`src/design/spl_consts.svh`:
```
`ifndef SPL_CONSTS_SVH
`define SPL_CONSTS_SVH

// strap bit positions in the latched word
`define SPL_BIT_LDO       0
`define SPL_BIT_BOOT      1
`define SPL_BIT_DLQ       2
`define SPL_BIT_LOG       3
`define SPL_BIT_SDIO      4
`define SPL_NUM_STRAPS    5
// weak pull defaults, 1 = pull-up
`define SPL_PULL_DEFAULT  5'h1_A
`define SPL_LATCH_RESET   5'h1_A

`endif

```
`src/design/spl_pkg.sv`:
```
`default_nettype none
package spl_pkg;
    typedef enum logic [1:0] {
        SPL_BOOT_FLASH    = 2'h0,
        SPL_BOOT_DOWNLOAD = 2'h1,
        SPL_BOOT_INVALID  = 2'h2
    } spl_boot_type;

    typedef enum logic [1:0] {
        SPL_ST_RESET = 2'h0,
        SPL_ST_RUN   = 2'h1
    } spl_state_type;
endpackage
`default_nettype wire

```
`src/design/spl_strap_latch.sv`:
```
// Contract
// - On each system reset the five strap pin levels are sampled into the latch.
// - The latched bits hold unchanged until the next system reset, ignoring later pin activity.
// - The five latched bits are readable by software as a status word.
// - During reset a weak pull on each strap pin sets its default level.
// - After reset the strap pins are released to their normal functions.
// - The flash-supply regulator runs at 3.3 V on a latched 0 and 1.8 V on a latched 1.
// - Boot-select 1 gives flash boot; boot-select 0 with download-qualify 0 gives download boot.
// - SDIO slave input and output edges follow the code {log strap, sdio edge strap}.
// - Firmware may override the strapped regulator voltage and SDIO edge timing.
// - Software can switch off the flash-supply regulator.
`timescale 1ns/100ps
`default_nettype none
`include "spl_consts.svh"

module spl_strap_latch #(
    parameter int NUM_STRAPS = `SPL_NUM_STRAPS
) (
    input  wire logic       I_CORE_CLK,
    input  wire logic       I_RST_N,
    input  wire logic       i_sys_reset,
    input  wire logic [4:0] i_strap_pins,
    input  wire logic       i_ovr_ldo_en,
    input  wire logic       i_ovr_ldo_1v8,
    input  wire logic       i_ovr_sdio_en,
    input  wire logic [1:0] i_ovr_sdio_code,
    input  wire logic       i_ldo_off,
    output logic [4:0]      o_strap_status,
    output logic [4:0]      o_pull_en,
    output logic [4:0]      o_pull_up,
    output logic            o_straps_released,
    output logic            o_ldo_enable,
    output logic            o_ldo_1v8,
    output logic [1:0]      o_boot_mode,
    output logic            o_boot_log_en,
    output logic            o_sdio_in_rising,
    output logic            o_sdio_out_rising
);

    // latch width is fixed at five straps
    if (NUM_STRAPS != `SPL_NUM_STRAPS) begin : g_bad_strap_count
        $error("strap count must be five");
    end

    ////////////////////////////////////////////////////////////////////////
    // pin synchronisers
    logic [4:0] pin_meta_reg;
    logic [4:0] pin_sync_reg;
    logic       rst_meta_reg;
    logic       rst_sync_reg;

    always_ff @(posedge I_CORE_CLK or negedge I_RST_N) begin
        if (!I_RST_N) begin
            pin_meta_reg <= 5'h0_0;
            pin_sync_reg <= 5'h0_0;
        end else begin
            pin_meta_reg <= i_strap_pins;
            pin_sync_reg <= pin_meta_reg;
        end
    end

    always_ff @(posedge I_CORE_CLK or negedge I_RST_N) begin
        if (!I_RST_N) begin
            rst_meta_reg <= 1'b1;
            rst_sync_reg <= 1'b1;
        end else begin
            rst_meta_reg <= i_sys_reset;
            rst_sync_reg <= rst_meta_reg;
        end
    end

    ////////////////////////////////////////////////////////////////////////
    // reset phase tracking
    spl_pkg::spl_state_type state_reg;

    always_ff @(posedge I_CORE_CLK or negedge I_RST_N) begin
        if (!I_RST_N) begin
            state_reg <= spl_pkg::SPL_ST_RESET;
        end else begin
            unique case (state_reg)
                spl_pkg::SPL_ST_RESET: begin
                    if (!rst_sync_reg) begin
                        state_reg <= spl_pkg::SPL_ST_RUN;
                    end
                end
                spl_pkg::SPL_ST_RUN: begin
                    if (rst_sync_reg) begin
                        state_reg <= spl_pkg::SPL_ST_RESET;
                    end
                end
                default: begin
                    state_reg <= spl_pkg::SPL_ST_RESET;
                end
            endcase
        end
    end

    wire logic in_reset = (state_reg == spl_pkg::SPL_ST_RESET);

    assign o_pull_en = in_reset ? 5'h1_F : 5'h0_0;
    assign o_pull_up = `SPL_PULL_DEFAULT;
    assign o_straps_released = !in_reset;

    ////////////////////////////////////////////////////////////////////////
    // strap latch
    logic [4:0] latch_reg;

    always_ff @(posedge I_CORE_CLK or negedge I_RST_N) begin
        if (!I_RST_N) begin
            latch_reg <= `SPL_LATCH_RESET;
        end else if (in_reset) begin
            latch_reg <= pin_sync_reg;
        end
    end

    assign o_strap_status = latch_reg;

    ////////////////////////////////////////////////////////////////////////
    // decoded settings
    logic       ldo_en_reg;
    logic       ldo_1v8_reg;
    logic [1:0] boot_reg;
    logic       log_reg;
    logic [1:0] sdio_reg;

    always_ff @(posedge I_CORE_CLK or negedge I_RST_N) begin
        if (!I_RST_N) begin
            ldo_en_reg  <= 1'b1;
            ldo_1v8_reg <= 1'b0;
        end else begin
            ldo_en_reg  <= !i_ldo_off;
            ldo_1v8_reg <= (i_ovr_ldo_en && !in_reset) ? i_ovr_ldo_1v8 : latch_reg[`SPL_BIT_LDO];
        end
    end

    always_ff @(posedge I_CORE_CLK or negedge I_RST_N) begin
        if (!I_RST_N) begin
            boot_reg <= spl_pkg::SPL_BOOT_FLASH;
        end else if (latch_reg[`SPL_BIT_BOOT]) begin
            boot_reg <= spl_pkg::SPL_BOOT_FLASH;
        end else if (!latch_reg[`SPL_BIT_DLQ]) begin
            boot_reg <= spl_pkg::SPL_BOOT_DOWNLOAD;
        end else begin
            boot_reg <= spl_pkg::SPL_BOOT_INVALID;
        end
    end

    always_ff @(posedge I_CORE_CLK or negedge I_RST_N) begin
        if (!I_RST_N) begin
            log_reg  <= 1'b0;
            sdio_reg <= 2'h3;
        end else begin
            log_reg  <= !latch_reg[`SPL_BIT_LOG];
            sdio_reg <= (i_ovr_sdio_en && !in_reset) ? i_ovr_sdio_code
                        : {latch_reg[`SPL_BIT_LOG], latch_reg[`SPL_BIT_SDIO]};
        end
    end

    assign o_ldo_enable      = ldo_en_reg;
    assign o_ldo_1v8         = ldo_1v8_reg;
    assign o_boot_mode       = boot_reg;
    assign o_boot_log_en     = log_reg;
    assign o_sdio_in_rising  = sdio_reg[1];
    assign o_sdio_out_rising = sdio_reg[0];

    ////////////////////////////////////////////////////////////////////////
    // checks
    property p_hold;
        @(posedge I_CORE_CLK) disable iff (!I_RST_N)
        !in_reset && !rst_sync_reg |=> $stable(latch_reg);
    endproperty
    a_hold: assert property (p_hold) else $error("latch changed after reset");

    property p_sample;
        @(posedge I_CORE_CLK) disable iff (!I_RST_N)
        in_reset |=> latch_reg == $past(pin_sync_reg);
    endproperty
    a_sample: assert property (p_sample) else $error("latch missed sample");

    property p_pull;
        @(posedge I_CORE_CLK) disable iff (!I_RST_N)
        o_pull_en == (in_reset ? 5'h1_F : 5'h0_0) && o_straps_released == !in_reset;
    endproperty
    a_pull: assert property (p_pull) else $error("pull state wrong");

    property p_ldo;
        @(posedge I_CORE_CLK) disable iff (!I_RST_N)
        !i_ovr_ldo_en |=> o_ldo_1v8 == $past(latch_reg[`SPL_BIT_LDO]);
    endproperty
    a_ldo: assert property (p_ldo) else $error("ldo voltage wrong");

    property p_boot;
        @(posedge I_CORE_CLK) disable iff (!I_RST_N)
        latch_reg[`SPL_BIT_BOOT] |=> o_boot_mode == spl_pkg::SPL_BOOT_FLASH;
    endproperty
    a_boot: assert property (p_boot) else $error("boot mode wrong");

    property p_dl;
        @(posedge I_CORE_CLK) disable iff (!I_RST_N)
        !latch_reg[`SPL_BIT_BOOT] && !latch_reg[`SPL_BIT_DLQ] |=> o_boot_mode == spl_pkg::SPL_BOOT_DOWNLOAD;
    endproperty
    a_dl: assert property (p_dl) else $error("download mode wrong");

    property p_log;
        @(posedge I_CORE_CLK) disable iff (!I_RST_N)
        1'b1 |=> o_boot_log_en == !$past(latch_reg[`SPL_BIT_LOG]);
    endproperty
    a_log: assert property (p_log) else $error("log enable wrong");

    property p_sdio;
        @(posedge I_CORE_CLK) disable iff (!I_RST_N)
        !i_ovr_sdio_en |=> {o_sdio_in_rising, o_sdio_out_rising} == $past({latch_reg[3], latch_reg[4]});
    endproperty
    a_sdio: assert property (p_sdio) else $error("sdio timing wrong");

    property p_ovr;
        @(posedge I_CORE_CLK) disable iff (!I_RST_N)
        i_ovr_sdio_en && !in_reset |=> {o_sdio_in_rising, o_sdio_out_rising} == $past(i_ovr_sdio_code);
    endproperty
    a_ovr: assert property (p_ovr) else $error("sdio override ignored");

    property p_off;
        @(posedge I_CORE_CLK) disable iff (!I_RST_N)
        i_ldo_off |=> !o_ldo_enable;
    endproperty
    a_off: assert property (p_off) else $error("ldo not off");

    // status shows the last pin sample taken before release
    property p_stat;
        @(posedge I_CORE_CLK) disable iff (!I_RST_N)
        $fell(in_reset) |-> o_strap_status == $past(pin_sync_reg);
    endproperty
    a_stat: assert property (p_stat) else $error("status mismatch");

endmodule
`default_nettype wire

```
`config.mk`:
```
export PLATFORM = sky130hd
export DESIGN_NAME = spl_strap_latch
export DESIGN_NICKNAME = d
export VERILOG_FILES = /design/src/design/spl_pkg.sv /design/src/design/spl_strap_latch.sv
export VERILOG_INCLUDE_DIRS = /design/src /design/src/design
export SDC_FILE = /design/constraint.sdc
export NUM_CORES = 1
export LEC_CHECK = 0
export BUFFER_PORTS_ARGS = -buffer_cell sky130_fd_sc_hd__clkbuf_2
export CAP_MARGIN = 20
export CORE_ASPECT_RATIO = 0.6
export CORE_UTILIZATION = 25
export DETAILED_ROUTE_END_ITERATION = 12
export GPL_TIMING_DRIVEN = 0
export SLEW_MARGIN = 15
export SYNTH_ARGS = -nofsm -noshare
export SYNTH_HDL_FRONTEND = slang
export SYNTH_SLANG_ARGS = --single-unit
```
`constraint.sdc`:
```
create_clock -name I_CORE_CLK -period 0.9 [get_ports I_CORE_CLK]
set_clock_uncertainty 0.05 [all_clocks]
set_input_delay 0.135 -clock I_CORE_CLK [delete_from_list [all_inputs] [get_ports I_CORE_CLK]]
set_output_delay 0.135 -clock I_CORE_CLK [all_outputs]
set_load 0.005 [all_outputs]
```
-- Yosys cells after proc, flatten, opt, wreduce, memory -nomap -nowiden
Cells that the tools add are included.
- add/sub/neg operators: 0
- multiply operators: 0
- div/mod/pow operators: 0
- $lt $le $gt $ge: 0
- eq/ne operators: 3
- shift-type cells: 0
- muxes and demuxes: 8
- bitwise logic cells: 0
- reduce and logical (&&, ||, !) cells: 7
- operators with widths (cell ; number):
    $mux W2 ; 5
    $mux W5 ; 1
    $ne A2 B2 Y1 const B ; 2
    $pmux W2 S2 ; 1
    $logic_not A1 Y1 ; 3
    $eq A2 B1 Y1 const B ; 1
    $logic_and A1 B1 Y1 ; 2
    $logic_not A2 Y1 ; 1
    $reduce_and A2 Y1 ; 1
    $mux W1 ; 1
- bits in registers: 26
- latch bits: 0
- bits in writable memories: 0
- ROM bits: 0
- output and inout bits: 23
- memories kept: 0

-- Logic depth before layout (Yosys ltp)
Gate-level depths: netlist of run 1.
- depth in word-level cells: 4
- depth in mapped cells: 3

-- Worst setup path after synthesis of run 1
Ideal clock, no wire load.
- path type: register to register
- start point: reg state_reg[0]
- end point: reg ldo_1v8_reg (netlist: o_ldo_1v8)
- library setup time: 0.125 ns
- arrival: 0.873 ns
- setup slack: -0.148 ns
- stages on the path, launching flop included: 4
- buffers on the path: 1
- path through: dfrtp_1 > buf_6 > nand2_1 > mux2_4
- word-level cells in the longest chain between the ends: 4
- RTL lines (what ; RTL line ; source):
    from (decl) ; spl_strap_latch.sv:74 ; spl_pkg::spl_state_type state_reg;
    from (signal assigned) ; spl_strap_latch.sv:78 ; state_reg <= spl_pkg::SPL_ST_RESET;
    from (signal assigned) ; spl_strap_latch.sv:83 ; state_reg <= spl_pkg::SPL_ST_RUN;
    from (signal assigned) ; spl_strap_latch.sv:88 ; state_reg <= spl_pkg::SPL_ST_RESET;
    $logic_not A2 Y1 ; spl_strap_latch.sv:98 ; wire logic in_reset = (state_reg == spl_pkg::SPL_ST_RESET);
    $logic_not A1 Y1 ; spl_strap_latch.sv:132 ; ldo_1v8_reg <= (i_ovr_ldo_en && !in_reset) ? i_ovr_ldo_1v8 : latch_reg[`SPL_BIT_LDO];
    $logic_and A1 B1 Y1 ; spl_strap_latch.sv:132 ;
    $mux W1 ; spl_strap_latch.sv:132 ;
    to (signal assigned) ; spl_strap_latch.sv:132 ;
    to (decl) ; spl_strap_latch.sv:121 ; logic ldo_1v8_reg;
Every way passes these cells.
A chain may end at the register's enable or synchronous reset.

-- Final worst setup path of run 1
- start point: reg state_reg[0]
- end point: out o_pull_en[0]
- word-level cells in the longest chain between the ends: 2
- RTL lines (what ; RTL line ; source):
    $logic_not A2 Y1 ; spl_strap_latch.sv:98 ;
    net in_reset ; spl_strap_latch.sv:98 ;
    $mux W5 ; spl_strap_latch.sv:100 ; assign o_pull_en = in_reset ? 5'h1_F : 5'h0_0;
    to (decl) ; spl_strap_latch.sv:29 ; output logic [4:0] o_pull_en,
The timed path passes the listed nets, and every way through them passes these cells.

==> results.toml, run 1 <==
[routing]
drc_errors = 0
firstDrtPassIters = 2
ant_nets = 0
avgViaCountPerCell = 3.46
routed_wl_microns = 1500
wl_per_cell_microns = 9.77
drt_iter0_drc = 4
vias = 529

[global_route]
first_global_vias = 555
antenna_found_initial = 0
grt_overflow = 0
track_usage_pct = 8.79
grt_start_max_net_pins = 26
grt_pass1_wl_microns = 2310

[worst_setup_path]
cp-end-kind = "primary output"
start_kind = "register"
crit_family = "flip-flops"
max_stage_delay_ns = 0.40
cp.arrival_ns = 1.04
crit_type = "register to primary output"
path_common_cell = "buf_6"
slowest_stage = "dfrtp_1"
cp_cell_sequence = "buf_6 > inv_8 > buf_6 > buf_6"
cp_data_required_time_ns = 0.71
crit_buf_inv = 4
cp_max_fo = 5

[sta]
rsz0062_at_grt = "yes"
fmax_ghz = 0.813
slew_violations = 0
finalCriticalPeriod_ns = 1.23
post-route-period-util_pct = 137
max-slew-margin-rel_pct = 60.1
setup_viol = 26
worst_slack_ns = -0.330
hold_viol_final = 17
worstMarginPinSlew_ns = 0.599
whs_ns = -0.193

[place]
io_buffers = 31
gp_congestion = 0.612
dp_hpwl_microns = 975

[clocking]
clockBufferDepth = 2
htree_levels = 1
cts_buffers = 3
cts_tree = "done"
cts_hold_buf = 7
clk_latency_ns = 0.27
clock_sinks = 25
cts_root_buf = "clkbuf_8"
clk_pin_slew_ns = 0.09

[logic_synthesis]
ys_ff_latch = 25
synth_top_area_share_pct = 48.9
seq_area_frac_synth_pct = 73.0
syn-cell-area_sq_um = 871
ys_types = 12
yosysWarnings = 0
postSynthCellCount = 54
synth_area_leaders = "dfrtp_1 49%, dfstp_2 24%, buf_4 8.6%"
yosysTopAreaCell = "dfrtp_1"
avgSynthCellArea_sq_um = 16.1

[floorplanning]
dieArea_sq_um = 3730
fp.dieH_microns = 47.7
rows = 16
io_pins = 37
die_width_microns = 78.2
coreArea_sq_um = 3280
start_util_pct = 26.5

[min_path]
min_path_type = "primary input to asynchronous set/reset pin"

[layout]
syn_to_final_growth_pct = 56.6
final_util_pct = 41.5
diodes = 0
drive_gt1_share_pct = 68.5
fin_nets = 123

[run]
maxCapViolations = 0

[run_status]
violations = "negative hold slack, negative setup slack"
status = "finished, violations left"

[pwr]
p_per_area_nw_per_um2 = 1690
power.leakage_nw = 0.687
p_total_mw = 2.31
ir_drop_uv = 1070
path summary, 6_finish.rpt:
path                                      startpoint                             to  slack (ns)  cells past startpoint
setup / recovery            state_reg[0]$_DFFE_PN0P_                   o_pull_en[0]       -0.33                      4
hold reg to reg            pin_meta_reg[4]$_DFF_PN0_      pin_sync_reg[4]$_DFF_PN0_        0.31                      0
hold / removal                               I_RST_N       state_reg[0]$_DFFE_PN0P_       -0.19                      1
max in group asynchronous                    I_RST_N  o_strap_status[0]$_DFFE_PN0N_        0.60                      1
min in group I_CORE_CLK                i_ovr_ldo_1v8            o_ldo_1v8$_DFF_PN0_        0.05                      2
setup reg to reg            state_reg[0]$_DFFE_PN0P_            o_ldo_1v8$_DFF_PN0_       -0.32                      4
per-layer routing:
metal  track usage (%)  wire length [microns]
met2              17.0                    731
met4                 0                      0
met3              6.10                    161
met1              8.57                    602
met5                 0                      0
placed cells by master, fill, tap and decap left out:
cell type,synthesis,routed
nor2_1,1,1
conb_1,2,5
clkbuf_8,0,3
nand2_4,1,1
dfrtp_1,17,17
clkbuf_2,0,23
inv_8,0,1
mux2_4,3,3
nor2b_1,1,1
dlygate4sd3_1,0,7
dfstp_2,8,8
buf_6,1,15
buf_4,10,13
nand2_2,0,1
mux2_2,5,5
inv_1,4,3
inv_6,0,1
power by group:
group          total (mW)  switching (mW)  internal [mW]
sequential           1.26          0.0307           1.23
combinational       0.364           0.130          0.234
clock               0.684           0.360          0.324
layout make-up:
cell class | count | area [sq um]
inverters | 4 | 22.5
well taps | 45 | 56.3
fillers | 328 | 1920
plain buffers | 11 | 105
clock inverters | 1 | 8.76
repair buffers | 47 | 347
clock buffers | 3 | 41.3
multi-input cells | 17 | 148
flip-flops and latches | 25 | 636
synth_stat cells (all sizes together):
| library cell | instances |
|---|---|
| buf | 11 |
| mux2 | 8 |
| dfrtp | 17 |
| nor2b | 1 |
| inv | 4 |
| nand2 | 2 |
| conb | 2 |
| dfstp | 8 |
| nor2 | 1 |
stage by stage:
stage	setup slack, ns	hold WS [ns]	instances	cell area, sq um	TNS [ns]
final	-0.330	-0.193	153	1360	-5.27
after global routing	-0.383	-0.148	153	1360	-6.32
after CTS	-0.328	-0.176	152	1330	-5.27
after detailed placement	-0.169	0.124	133	1100	-1.66
after global placement	-0.137	0.103	133	1100	-1.38
after floorplan	-0.132	-0.211	57	885	-0.778
repair_timing:
item                                    in CTS  in global routing
hold endpoints to repair                    24                 17
endpoints found under the setup margin      26                 26
setup buffers                                8                  2
resized for setup                           14                  5
logic make-up (layout without fill, tap and decap cells):
kind of cell,Yosys count,after routing,synth area share (%)
other,2,5,0.862
and+or+nand+nor,4,4,2.87
DFF,25,25,73.0
muxes,8,8,11.6
buffers and inverters,15,66,11.6
Note: power is estimated with default switching activity, not from simulation.
==> run 2: changes to the inputs <==
==> constraint.sdc (replaced) <==
create_clock -name I_CORE_CLK -period 0.9 [get_ports I_CORE_CLK]
set_clock_uncertainty 0.05 [all_clocks]
set_input_delay 0.045 -clock I_CORE_CLK [delete_from_list [all_inputs] [get_ports I_CORE_CLK]]
set_output_delay 0.045 -clock I_CORE_CLK [all_outputs]
set_load 0.005 [all_outputs]
==> run 2 against run 1 <==
Net effect:
- the run ends with negative setup slack left
- hold slack better by 0.23 ns
- critical endpoint unchanged
- routed wire length is 3.1% higher
- final area is 2.9% higher
- sequential power hardly changed
==> results.toml, run 2 (synthesis gave the netlist of run 1 again) <==
[clocking]
clk_latency_ns = 0.27
clk_pin_slew_ns = 0.09
htree_levels = 1
clock_sinks = 25
clockBufferDepth = 2
cts_buffers = 3
cts_tree = "done"
cts_root_buf = "clkbuf_8"

[sta]
slew_violations = 0
finalCriticalPeriod_ns = 1.15
max-slew-margin-rel_pct = 64.0
worst_slack_ns = -0.251
hold_viol_final = 0
worstMarginPinSlew_ns = 0.540
setup_viol = 20
fmax_ghz = 0.868
post-route-period-util_pct = 128
rsz0062_at_grt = "yes"

[worst_setup_path]
crit_buf_inv = 4
cp-end-kind = "primary output"
regToRegEndpoint = "sdio_reg[1]$_DFF_PN1_"
cp_cell_sequence = "buf_6 > inv_8 > buf_6 > buf_6"
path_common_cell = "buf_6"
start_kind = "register"
r2r_slack_ns = -0.24
crit_family = "flip-flops"
critical_path.startpoint = "state_reg[0]$_DFFE_PN0P_"
max_stage_delay_ns = 0.40
crit_type = "register to primary output"
crit_end = "o_pull_en[0]"
rr_worst_depth = 4
cp.arrival_ns = 1.06
slowest_stage = "dfrtp_1"
r2r_start = "state_reg[0]$_DFFE_PN0P_"
cp_data_required_time_ns = 0.81
cp_max_fo = 5
cp_num_cells = 4

[floorplanning]
io_pins = 37
rows = 16
fp.dieH_microns = 47.7
dieArea_sq_um = 3730
start_util_pct = 26.5
coreArea_sq_um = 3280
die_width_microns = 78.2

[place]
dp_hpwl_microns = 975
io_buffers = 31
gp_congestion = 0.612
place_inst = 133

[run_status]
violations = "negative setup slack"
status = "finished, violations left"

[global_route]
first_global_vias = 593
antenna_found_initial = 0
grt_overflow = 0
grt_start_max_net_pins = 26
grt_pass1_wl_microns = 2430
track_usage_pct = 9.10

[pwr]
p_total_mw = 2.32
p_int_mw = 1.80
power.share.clock_pct = 29.6
combPwrFrac_pct = 16.2
power.leakage_nw = 0.707
p_sw_share_pct = 22.7
p_per_area_nw_per_um2 = 1660
p_switching_mw = 0.527
seq_power_share_pct = 54.3
ir_drop_uv = 1080

[routing]
avgViaCountPerCell = 3.45
drc_errors = 0
ant_nets = 0
vias = 538
routed_wl_microns = 1540
wl_per_cell_microns = 9.88
firstDrtPassIters = 3
drt_iter0_drc = 8

[layout]
final_util_pct = 42.8
seqCellArea_sq_um = 636
multiInputGateArea_sq_um = 155
fillers = 329
final_cell_mix = "22 x clkbuf_2, 17 x dfrtp_1, 15 x buf_6, 12 x buf_4, 11 x dlygate4sd3_1"
drive_gt1_share_pct = 65.8
final_cells = 156
final_common_cell = "clkbuf_2"
syn_to_final_growth_pct = 61.2
fin_nets = 126
diodes = 0

[run]
maxCapViolations = 0

[min_path]
min_path_type = "primary input to register"
min_from = "i_ovr_ldo_en"
## run 2: changes by cell type in the layout (fill, tap and decap cells not counted)
cell / before / now
mux2_2: 5 / 3
buf_2: 0 / 1
mux2_4: 3 / 5
clkbuf_2: 23 / 22
buf_4: 13 / 12
dlygate4sd3_1: 7 / 11
## run 2: final cells by class
class                      count  area share, %
tap                           45           4.01
timing repair buffer          50           27.0
inverter                       4           1.60
clock buffer                   3           2.94
clock inverter                 1          0.624
buffer                        11           7.49
sequential                    25           45.3
multi-input combinational     17           11.1
## run 2: metrics by stage
stage | worst slack (ns) | hold slack (ns) | setup TNS [ns] | area, sq um
2_1_floorplan | -0.132 | -0.301 | -0.635 | 885
3_3_place_gp | -0.137 | 0.0132 | -0.935 | 1100
3_5_place_dp | -0.152 | 0.0344 | -1.21 | 1100
4_1_cts | -0.249 | 0.0307 | -3.67 | 1380
5_1_grt | -0.306 | 0.0381 | -4.45 | 1400
6_report | -0.251 | 0.0363 | -3.59 | 1400
## run 2: worst min-delay path by stage
stage | to | depth (start not counted)
2_1_floorplan | o_boot_log_en$_DFF_PN0_ | 0
3_3_place_gp | pin_meta_reg[2]$_DFF_PN0_ | 1
3_5_place_dp | pin_meta_reg[4]$_DFF_PN0_ | 1
4_1_cts | o_ldo_1v8$_DFF_PN0_ | 3
5_1_grt | o_ldo_1v8$_DFF_PN0_ | 3
6_report | o_ldo_1v8$_DFF_PN0_ | 3
## run 2: what timing repair did
item	CTS	global route
setup endpoints to repair	20	28
pin swaps	1	0
hold buffers	11	0
resized for setup	16	6
hold endpoints to repair	27	0
buffers inserted	8	1
## run 2: routing by layer
layer  vias to the layer above  global-route usage, %  routed length [microns]
li1                        262                      -                        -
met1                       252                   8.57                      612
met2                        24                   18.2                      772
met3                         0                   6.10                      158
met4                         0                      0                        0
met5                         -                      0                        0
## run 2: tightest hold or removal path, delay by kind of cell
kind / cells / cell delay, ns
and+or+nand+nor: 1 / 0.05
muxes: 1 / 0.14
buffers and inverters: 1 / 0.09
## run 2: power by group through the flow
| stage | sequential [mW] | combinational [mW] | clock (mW) |
|---|---|---|---|
| after global routing | 1.27 | 0.415 | 0.766 |
| after floorplan | 1.29 | 0.112 | 0 |
| after detailed placement | 1.29 | 0.248 | 0 |
| after global placement | 1.28 | 0.242 | 0 |
| after CTS | 1.26 | 0.365 | 0.714 |
| final | 1.26 | 0.376 | 0.687 |
